## config.mk

```make
export PLATFORM = sky130hd
export DESIGN_NAME = scc_top
export DESIGN_NICKNAME = d
export VERILOG_FILES = /design/src/hdl/scc_pkg.sv /design/src/hdl/scc_sync.sv /design/src/hdl/scc_calendar.sv /design/src/hdl/scc_top.sv
export SDC_FILE = /design/constraint.sdc
export NUM_CORES = 1
export LEC_CHECK = 0
export BUFFER_PORTS_ARGS = -buffer_cell sky130_fd_sc_hd__clkbuf_2
export CAP_MARGIN = 25
export CELL_PAD_IN_SITES_DETAIL_PLACEMENT = 0
export CELL_PAD_IN_SITES_GLOBAL_PLACEMENT = 1
export CORE_UTILIZATION = 40
export DETAILED_ROUTE_END_ITERATION = 12
export GPL_TIMING_DRIVEN = 1
export PLACE_DENSITY_LB_ADDON = 0.3
export SYNTH_ARGS = -nofsm -noshare
export SYNTH_HDL_FRONTEND = slang
export SYNTH_HIERARCHICAL = 1
export SYNTH_SLANG_ARGS = --single-unit
```

## constraint.sdc

```tcl
create_clock -name clk_i -period 3.2 [get_ports clk_i]
set_input_delay 0.16 -clock clk_i [delete_from_list [all_inputs] [get_ports clk_i]]
set_output_delay 0.16 -clock clk_i [all_outputs]
set_load 0.01 [all_outputs]
```

## src/hdl/scc_pkg.sv

```systemverilog
// Purpose: Shared constants, types and helpers for the serial calendar clock.
// Assumes: BCD time digits, with a hex month coded 1 to C.
// Notes:   The command codes and the register offsets are named here only.
package scc_pkg;

  // The crystal reference, and the prescaler value that ends one second.
  localparam int          SCC_XTAL_HZ  = 32768;
  localparam logic [14:0] SCC_PRE_LAST = 15'(SCC_XTAL_HZ - 1);
  localparam int          SCC_SR_BITS  = 40;

  // Prescaler bits that toggle at 64 Hz, 256 Hz and 2048 Hz.
  localparam int SCC_TP64_BIT   = 8;
  localparam int SCC_TP256_BIT  = 6;
  localparam int SCC_TP2048_BIT = 3;

  // Register-group commands (top code bit low).
  typedef enum logic [1:0] {
    SCC_REG_HOLD  = 2'b00,
    SCC_REG_SHIFT = 2'b01,
    SCC_REG_SET   = 2'b10,
    SCC_REG_READ  = 2'b11
  } scc_regcmd_e;

  // Pulse-group commands (top code bit high).
  typedef enum logic [1:0] {
    SCC_TP_64   = 2'b00,
    SCC_TP_256  = 2'b01,
    SCC_TP_2048 = 2'b10,
    SCC_TP_TEST = 2'b11
  } scc_tpcmd_e;

  // Wishbone byte offsets.
  localparam logic [7:0] SCC_ADR_CTRL    = 8'h00;
  localparam logic [7:0] SCC_ADR_TIME_LO = 8'h04;
  localparam logic [7:0] SCC_ADR_TIME_HI = 8'h08;
  localparam logic [7:0] SCC_ADR_STATUS  = 8'h0C;

  // Time word in shift-register order, seconds in the low bits.
  typedef struct packed {
    logic [3:0] month;
    logic [7:0] date;
    logic [3:0] wday;
    logic [7:0] hour;
    logic [7:0] min;
    logic [7:0] sec;
  } scc_time_s;

  // Pin bundle, passed through the synchroniser as one word.
  typedef struct packed {
    logic       xtal;
    logic       cs;
    logic       stb;
    logic       sclk;
    logic       din;
    logic       drive_en;
    logic [2:0] cmd;
  } scc_pins_s;

  // Values after reset.
  localparam logic        SCC_RUN_RST  = 1'b1;
  localparam scc_regcmd_e SCC_REGC_RST = SCC_REG_HOLD;
  localparam scc_tpcmd_e  SCC_TPC_RST  = SCC_TP_64;
  localparam scc_time_s   SCC_TIME_RST = '{month: 4'h1, date: 8'h01, wday: 4'h0,
                                           hour: 8'h00, min: 8'h00, sec: 8'h00};

  // One step of a two-digit BCD count.
  function automatic logic [7:0] bcd_inc(input logic [7:0] v);
    if (v[3:0] == 4'h9)
      bcd_inc = {v[7:4] + 4'h1, 4'h0};
    else
      bcd_inc = {v[7:4], v[3:0] + 4'h1};
  endfunction

  // Last date of a month; with no year count February always has 28 days.
  function automatic logic [7:0] month_days(input logic [3:0] m);
    case (m)
      4'h2:                   month_days = 8'h28;
      4'h4, 4'h6, 4'h9, 4'hB: month_days = 8'h30;
      default:                month_days = 8'h31;
    endcase
  endfunction

endpackage

```

## src/hdl/scc_sync.sv

```systemverilog
// Purpose: Two-stage synchroniser for the pin bundle.
// Assumes: Each bit is an independent level; no bus coherence is needed.
// Notes:   The first stage feeds only the second stage.
`timescale 1ns/1ps
module scc_sync
  import scc_pkg::*;
(
  input  wire logic      clk_i,
  input  wire logic      rst_i,
  input  wire logic      ce_i,
  input  wire scc_pins_s d_i,
  output scc_pins_s      q_o
);

  scc_pins_s meta_reg;
  scc_pins_s meta_next;
  scc_pins_s sync_reg;
  scc_pins_s sync_next;

  // Both stages hold while the clock enable is low.
  always_comb
  begin
    meta_next = ce_i ? d_i : meta_reg;
    sync_next = ce_i ? meta_reg : sync_reg;
  end

  // Registers only.
  always_ff @(posedge clk_i)
  begin
    if (rst_i)
    begin
      meta_reg <= '0;
      sync_reg <= '0;
    end
    else
    begin
      meta_reg <= meta_next;
      sync_reg <= sync_next;
    end
  end

  assign q_o = sync_reg;

endmodule

```

## src/hdl/scc_calendar.sv

```systemverilog
// Purpose: Seconds to month counters in BCD, month in hex.
// Assumes: tick_i is a one-cycle pulse, at most one per cycle.
// Notes:   A load wins over a tick in the same cycle.
`timescale 1ns/1ps
module scc_calendar
  import scc_pkg::*;
(
  input  wire logic      clk_i,
  input  wire logic      rst_i,
  input  wire logic      ce_i,
  input  wire logic      tick_i,
  input  wire logic      load_i,
  input  wire scc_time_s load_val_i,
  output scc_time_s      time_o
);

  scc_time_s time_reg;
  scc_time_s time_next;

  // Carry ripples from seconds up to month; each field wraps at its own end.
  always_comb
  begin
    time_next = time_reg;
    if (load_i)
      time_next = load_val_i;
    else if (tick_i)
    begin
      time_next.sec = bcd_inc(time_reg.sec);
      if (time_reg.sec == 8'h59)
      begin
        time_next.sec = 8'h00;
        time_next.min = bcd_inc(time_reg.min);
        if (time_reg.min == 8'h59)
        begin
          time_next.min  = 8'h00;
          time_next.hour = bcd_inc(time_reg.hour);
          if (time_reg.hour == 8'h23)
          begin
            time_next.hour = 8'h00;
            time_next.wday = (time_reg.wday == 4'h6) ? 4'h0 : time_reg.wday + 4'h1;
            time_next.date = bcd_inc(time_reg.date);
            if (time_reg.date >= month_days(time_reg.month))
            begin
              time_next.date  = 8'h01;
              time_next.month = (time_reg.month >= 4'hC) ? 4'h1 : time_reg.month + 4'h1;
            end
          end
        end
      end
    end
  end

  // Registers only.
  always_ff @(posedge clk_i)
  begin
    if (rst_i)
      time_reg <= SCC_TIME_RST;
    else if (ce_i)
      time_reg <= time_next;
  end

  assign time_o = time_reg;

endmodule

```

## src/hdl/scc_top.sv

```systemverilog
// Purpose: Serial calendar clock with a command latch, a 40-bit shift register,
//          a timing pulse output and a Wishbone view of its state.
// Assumes: All pins, the crystal included, are asynchronous to clk_i.
// Notes:   Pin events are seen two to three clocks after they happen.
// How it works
// Time derives from 32.768 kHz crystal edges.
// Counters run alone: seconds up to month.
// Hours wrap at 24; month lengths handled.
// Digits are BCD, month is hex.
// Forty-bit shift register moves with shift clock.
// Pulse output at 64, 256 or 2048 Hz.
// Top code bit selects register or pulse group.
// Host drives a three-bit command code.
// Strobe latches code; held until same-group replacement.
// Deselected unit ignores shift clock and strobe.
// Drive enable low floats data out only.
// Shared lines need a select per device.
// Rising shift edge samples input and advances.
`timescale 1ns/1ps
module scc_top
  import scc_pkg::*;
(
  input  wire logic        clk_i,
  input  wire logic        rst_i,
  input  wire logic        ce_i,
  input  wire logic        wb_cyc_i,
  input  wire logic        wb_stb_i,
  input  wire logic        wb_we_i,
  input  wire logic [7:0]  wb_adr_i,
  input  wire logic [3:0]  wb_sel_i,
  input  wire logic [31:0] wb_dat_i,
  output logic      [31:0] wb_dat_o,
  output logic             wb_ack_o,
  input  wire logic        xtal_i,
  input  wire logic        chip_select_i,
  input  wire logic        command_latch_strobe_i,
  input  wire logic        shift_clock_i,
  input  wire logic        serial_data_i,
  input  wire logic [2:0]  command_code_i,
  input  wire logic        serial_drive_enable_i,
  output logic             serial_data_o,
  output logic             serial_data_oe_n_o,
  output logic             timing_pulse_out_o
);

  scc_pins_s   pins_raw;
  scc_pins_s   pins;
  scc_time_s   cal_time;
  logic [2:0]  prev_reg;
  logic [2:0]  prev_next;
  logic [14:0] pre_reg;
  logic [14:0] pre_next;
  logic        tp_reg;
  logic        tp_next;
  logic        run_reg;
  logic        run_next;
  scc_regcmd_e regc_reg;
  scc_regcmd_e regc_next;
  scc_tpcmd_e  tpc_reg;
  scc_tpcmd_e  tpc_next;
  logic [39:0] sr_reg;
  logic [39:0] sr_next;
  logic        oen_reg;
  logic        oen_next;
  logic        ack_reg;
  logic        ack_next;
  logic [31:0] dat_reg;
  logic [31:0] dat_next;
  logic        xtal_rise;
  logic        stb_rise;
  logic        sclk_rise;
  logic        cmd_take;
  logic        shift_go;
  logic        cal_load;
  logic        sec_tick;
  logic        wb_req;

  // All pins cross into the clk_i domain together.
  assign pins_raw = '{xtal: xtal_i, cs: chip_select_i, stb: command_latch_strobe_i,
                      sclk: shift_clock_i, din: serial_data_i,
                      drive_en: serial_drive_enable_i, cmd: command_code_i};

  scc_sync u_sync (
    .clk_i (clk_i),
    .rst_i (rst_i),
    .ce_i  (ce_i),
    .d_i   (pins_raw),
    .q_o   (pins)
  );

  // Edges are found on the synchronised copies only.
  assign xtal_rise = pins.xtal & ~prev_reg[2];
  assign stb_rise  = pins.stb  & ~prev_reg[1];
  assign sclk_rise = pins.sclk & ~prev_reg[0];

  // select gates strobe
  assign cmd_take = stb_rise & pins.cs;
  // rising shift edge
  assign shift_go = sclk_rise & pins.cs & (regc_reg == SCC_REG_SHIFT);
  assign cal_load = cmd_take & (pins.cmd == {1'b0, SCC_REG_SET});

  // crystal edge timebase
  // The test command speeds the counters to one step per crystal edge, so a
  // whole calendar can be walked in a short simulation.
  assign sec_tick = run_reg & xtal_rise &
                    ((pre_reg == SCC_PRE_LAST) | (tpc_reg == SCC_TP_TEST));

  // independent counters
  scc_calendar u_cal (
    .clk_i      (clk_i),
    .rst_i      (rst_i),
    .ce_i       (ce_i),
    .tick_i     (sec_tick),
    .load_i     (cal_load),
    .load_val_i (sr_reg),
    .time_o     (cal_time)
  );

  // Timebase group: edge history, prescaler and pulse output.
  always_comb
  begin
    prev_next = {pins.xtal, pins.stb, pins.sclk};
    pre_next  = pre_reg;
    if (cal_load)
      pre_next = '0;
    else if (xtal_rise)
      pre_next = pre_reg + 15'h0001;
    // pulse rate select
    case (tpc_reg)
      SCC_TP_64:  tp_next = pre_reg[SCC_TP64_BIT];
      SCC_TP_256: tp_next = pre_reg[SCC_TP256_BIT];
      default:    tp_next = pre_reg[SCC_TP2048_BIT];
    endcase
  end

  // Registers only.
  always_ff @(posedge clk_i)
  begin
    if (rst_i)
    begin
      prev_reg <= 3'h0;
      pre_reg  <= 15'h0000;
      tp_reg   <= 1'b0;
    end
    else if (ce_i)
    begin
      prev_reg <= prev_next;
      pre_reg  <= pre_next;
      tp_reg   <= tp_next;
    end
  end

  // Command group: latches, shift register and output drive.
  always_comb
  begin
    regc_next = regc_reg;
    tpc_next  = tpc_reg;
    sr_next   = sr_reg;
    // drive enable alone
    oen_next  = ~pins.drive_en;
    // group by top bit
    if (cmd_take)
    begin
      // latch per group
      if (pins.cmd[2])
        tpc_next = scc_tpcmd_e'(pins.cmd[1:0]);
      else
        regc_next = scc_regcmd_e'(pins.cmd[1:0]);
    end
    // BCD time word
    // A read command copies the live time into the shift register.
    if (cmd_take & (pins.cmd == {1'b0, SCC_REG_READ}))
      sr_next = cal_time;
    // forty-bit shift
    else if (shift_go)
      sr_next = {pins.din, sr_reg[39:1]};
  end

  // Registers only.
  always_ff @(posedge clk_i)
  begin
    if (rst_i)
    begin
      regc_reg <= SCC_REGC_RST;
      tpc_reg  <= SCC_TPC_RST;
      sr_reg   <= SCC_TIME_RST;
      oen_reg  <= 1'b1;
    end
    else if (ce_i)
    begin
      regc_reg <= regc_next;
      tpc_reg  <= tpc_next;
      sr_reg   <= sr_next;
      oen_reg  <= oen_next;
    end
  end

  // Wishbone slave: answers every request one cycle later, unmapped as zero.
  // A write lands only at the edge that samples ack high, where the master
  // still holds its request, so the run bit never changes ahead of the answer.
  assign wb_req = wb_cyc_i & wb_stb_i & ~ack_reg;

  always_comb
  begin
    ack_next = wb_req;
    run_next = run_reg;
    dat_next = 32'h0000_0000;
    if (ack_reg & wb_cyc_i & wb_stb_i & wb_we_i & wb_sel_i[0] & (wb_adr_i == SCC_ADR_CTRL))
      run_next = wb_dat_i[0];
    if (wb_req & ~wb_we_i)
    begin
      case (wb_adr_i)
        SCC_ADR_CTRL:    dat_next = {31'h0, run_reg};
        SCC_ADR_TIME_LO: dat_next = {4'h0, cal_time[27:0]};
        SCC_ADR_TIME_HI: dat_next = {20'h0, cal_time[39:28]};
        SCC_ADR_STATUS:  dat_next = {27'h0, pins.cs, tpc_reg, regc_reg};
        default:         dat_next = 32'h0000_0000;
      endcase
    end
  end

  // Registers only.
  always_ff @(posedge clk_i)
  begin
    if (rst_i)
    begin
      ack_reg <= 1'b0;
      run_reg <= SCC_RUN_RST;
      dat_reg <= 32'h0000_0000;
    end
    else if (ce_i)
    begin
      ack_reg <= ack_next;
      run_reg <= run_next;
      dat_reg <= dat_next;
    end
  end

  assign wb_ack_o           = ack_reg;
  assign wb_dat_o           = dat_reg;
  assign serial_data_o      = sr_reg[0];
  assign serial_data_oe_n_o = oen_reg;
  assign timing_pulse_out_o = tp_reg;
endmodule

```

==> out/qor.yml <==
pwr:
  power_density_nw_per_um2: 479.9
  p_seq_share_pct: 45.3
  p_switching_uw: 953.4
  power_uw: 4228
  p_leak_uw: 0.003119
  p_int_uw: 3275
  pwr-share-clk_pct: 51.9
  swShare_pct: 22.55
  combPwrFrac_pct: 2.8
  peakVddDrop_uv: 340.5
synthesis:
  syn_avg_cell_area_sq_um: 9.139
  ys_warn_count: 6
  ys_types: 76
  ys.flop_type: "dfxtp_1"
  syn_area_sq_um: 7512
  postSynthCellCount: 822
  synthArstFlopShare_pct: 0
  synth_edf_count: 0
  yosysSeqAreaShare_pct: 40.51
  synth.ff_latch_count: 152
grt:
  grt_max_degree: 41
  grt.total_usage_pct: 20.75
  antenna_found_initial: 0
  grt_pass1_wl_microns: 32130
  grt_pass1_vias: 6286
  overflow: 0
layout:
  antenna_cells: 0
  area_growth_syn_to_layout_pct: 17.27
  num-nets-final: 968
  n_fill_cell: 1687
  multiInputGateArea_sq_um: 4133
  ff_latch_area_sq_um: 3043
  final_layout_size_suffix_gt1_share_pct: 15.94
  postLayoutCellArea_sq_um: 8810
  utilization_pct: 48.38
clocking:
  cts_max_level: 4
  cts_inserted_buffers: 17
  path_clk_slew_ps: 60
  cts_sinks: 152
  cts-root-buf: "clkbuf_16"
  post_cts_buffers: 0
  cts_tree: "done"
  clk_latency_ps: 430
  clockBufferDepth: 2
floorplan:
  rows: 49
  ios: 95
  core-area_sq_um: 18210
  die_h_microns: 139.0
  die_w_microns: 139.0
  dieArea_sq_um: 19330
  initial_core_util_pct: 41.26
routing:
  detail_route.first_pass.iterations: 7
  wl_per_cell_microns: 17.36
  drc: 0
  drt_iter0_markers: 442
  drt-total-wl_microns: 19550
  viasPerCell: 5.743
  antenna_left: 0
  vias: 6467
sta:
  slew_headroom_pct: 43.40
  finalSetupViolations: 0
  clock.fmax_ghz: 0.3362
  fin_skew_ps: 11.18
  slew_viol_final: 0
  layout_min_cycle_time_ps: 2975
  finalHoldViolCount: 0
  worst_pin_slew_ps: 848.9
  fin_crit_sh_pct: 92.96
  rsz0062_at_grt: "no"
  tns_ps: 0
setup_path:
  slowest_delay_ps: 670
  critical_path.startpoint_type: "flip-flop"
  crit_chain: "inv_1 -> ha_1 -> and2_1 -> ha_1 -> nand2_1 -> nor4_1 -> nor3_1 -> o311ai_0 -> o31ai_1"
  worstPathRequired_ps: 3490
  crit_path_max_fanout: 8
  cpMaxStageDelayCell: "nor4_1"
  endpoint_kind: "flip-flop"
  crit_type: "reg2reg"
  worst_ep_arrival_time_ps: 3270
  path_common_cell: "ha_1"
placed_design:
  gp_congestion: 0.8037
  io_buffer_count: 56
  dpl.hpwl_microns: 13500
  dpl-instance-area_sq_um: 8058
outcome:
  status: "complete, no violations"
job:
  drv_cap: 0
min_path:
  hold_path.class: "in2reg"
==> per-stage QoR <==
stage	std cells	worst slack, ps	hold slack [ps]
after global placement	1084	249.2	398.0
after global routing	1126	7.937	66.17
final	1126	225.4	52.59
after CTS	1126	129.3	40.37
after floorplan	825	680.4	276.9
after detailed placement	1084	156.5	405.2
==> cell type report <==
type                    count  area share [%]
clock inverters            15           2.429
repair buffers             94           6.846
multi-input cells         591           46.91
well taps                 229           3.252
inverters                  28           1.193
clock buffers              17           4.829
flip-flops and latches    152           34.54
==> cell families after synthesis <==
group	Yosys count	share of synthesized area (%)
simple gates	256	18.14
compound gates	230	21.87
flops	152	40.51
buf+inv	82	4.963
mux	71	9.727
fa+ha+maj	25	4.164
xor+xnor	5	0.5829
other cells	1	0.04992
==> worst paths after layout <==
| check | start | endpoint | slack [ps] | depth (start not counted) |
|---|---|---|---|---|
| setup / recovery | u_cal/time_o[36] | u_cal/time_o[39] | 230 | 9 |
| hold / removal | wb_sel_i[0] | run_reg | 50 | 3 |
| setup reg to reg | u_cal/time_o[36] | u_cal/time_o[39] | 230 | 9 |
| hold reg to reg | wb_dat_o[1] | wb_dat_o[1] | 460 | 2 |
==> metal layers <==
metal	routed length, microns	GRT usage, %	part of all wire [%]	up-vias
met5	0	0	0	-
met3	577	3.626	3.0	18
met2	9227	34.64	47	116
met1	9447	26.53	48	3124
li1	-	-	-	3209
met4	293	8.363	1.5	0
==> worst max-delay path, delay by kind of cell (launching register included) <==
kind,cells,cell delay (ps)
simple gates,4,1150
compound gates,2,570
flops,1,520
fa+ha+maj,2,490
buf+inv,1,110
==> what timing repair did <==
item / in CTS / in global routing
endpoints found under the hold margin: 10 / 0
hold buffers: 10 / 0
setup endpoints to repair: 0 / 31
gates resized for setup: 0 / 2
==> power by group through the flow <==
stage	Sequential (uW)	Clock [uW]	Combinational [uW]
floorplan	1950	0	79.8
global placement	1960	0	109
detailed placement	1960	0	111
CTS	1910	2240	121
global route	1910	2320	132
finish	1910	2190	120
==> placed cells by master (no fill, tap or decap), drive strengths merged, types with 17 or more instances in the layout <==
cell     instances
inv             33
o2bb2ai         38
nand3           22
dfxtp          152
nor3            17
a21oi           45
ha              25
clkbuf          73
a22oi           19
nand2           53
mux2i           64
nor2            73
buf             28
o21ai           38
==> cell usage after synthesis (5+ instances only) <==
| library cell | n | area share [%] |
|---|---|---|
| dfxtp_1 | 152 | 41 |
| nor2_1 | 73 | 3.6 |
| mux2i_1 | 64 | 8.5 |
| nand2_1 | 53 | 2.6 |
| a21oi_1 | 45 | 3.0 |
| o2bb2ai_1 | 38 | 4.4 |
| o21ai_0 | 37 | 2.5 |
| clkbuf_1 | 36 | 1.8 |
| inv_1 | 27 | 1.3 |
| ha_1 | 25 | 4.2 |
| nand3_1 | 22 | 1.5 |
| a22oi_1 | 19 | 1.9 |
| nor3_1 | 17 | 1.1 |
| a22o_1 | 16 | 1.9 |
| a211oi_1 | 14 | 1.4 |
| nor4_1 | 14 | 1.2 |
| o31ai_1 | 12 | 1.2 |
| or4_1 | 9 | 0.90 |
| and2_1 | 8 | 0.67 |
| nand3b_1 | 8 | 0.80 |
| and3b_1 | 7 | 0.82 |
| buf_4 | 7 | 0.70 |
| nand2b_1 | 7 | 0.58 |
| mux2_2 | 6 | 0.90 |
| nand4_1 | 6 | 0.50 |
| buf_2 | 5 | 0.33 |
| o211ai_1 | 5 | 0.50 |
(Power assumes the default switching activity.)
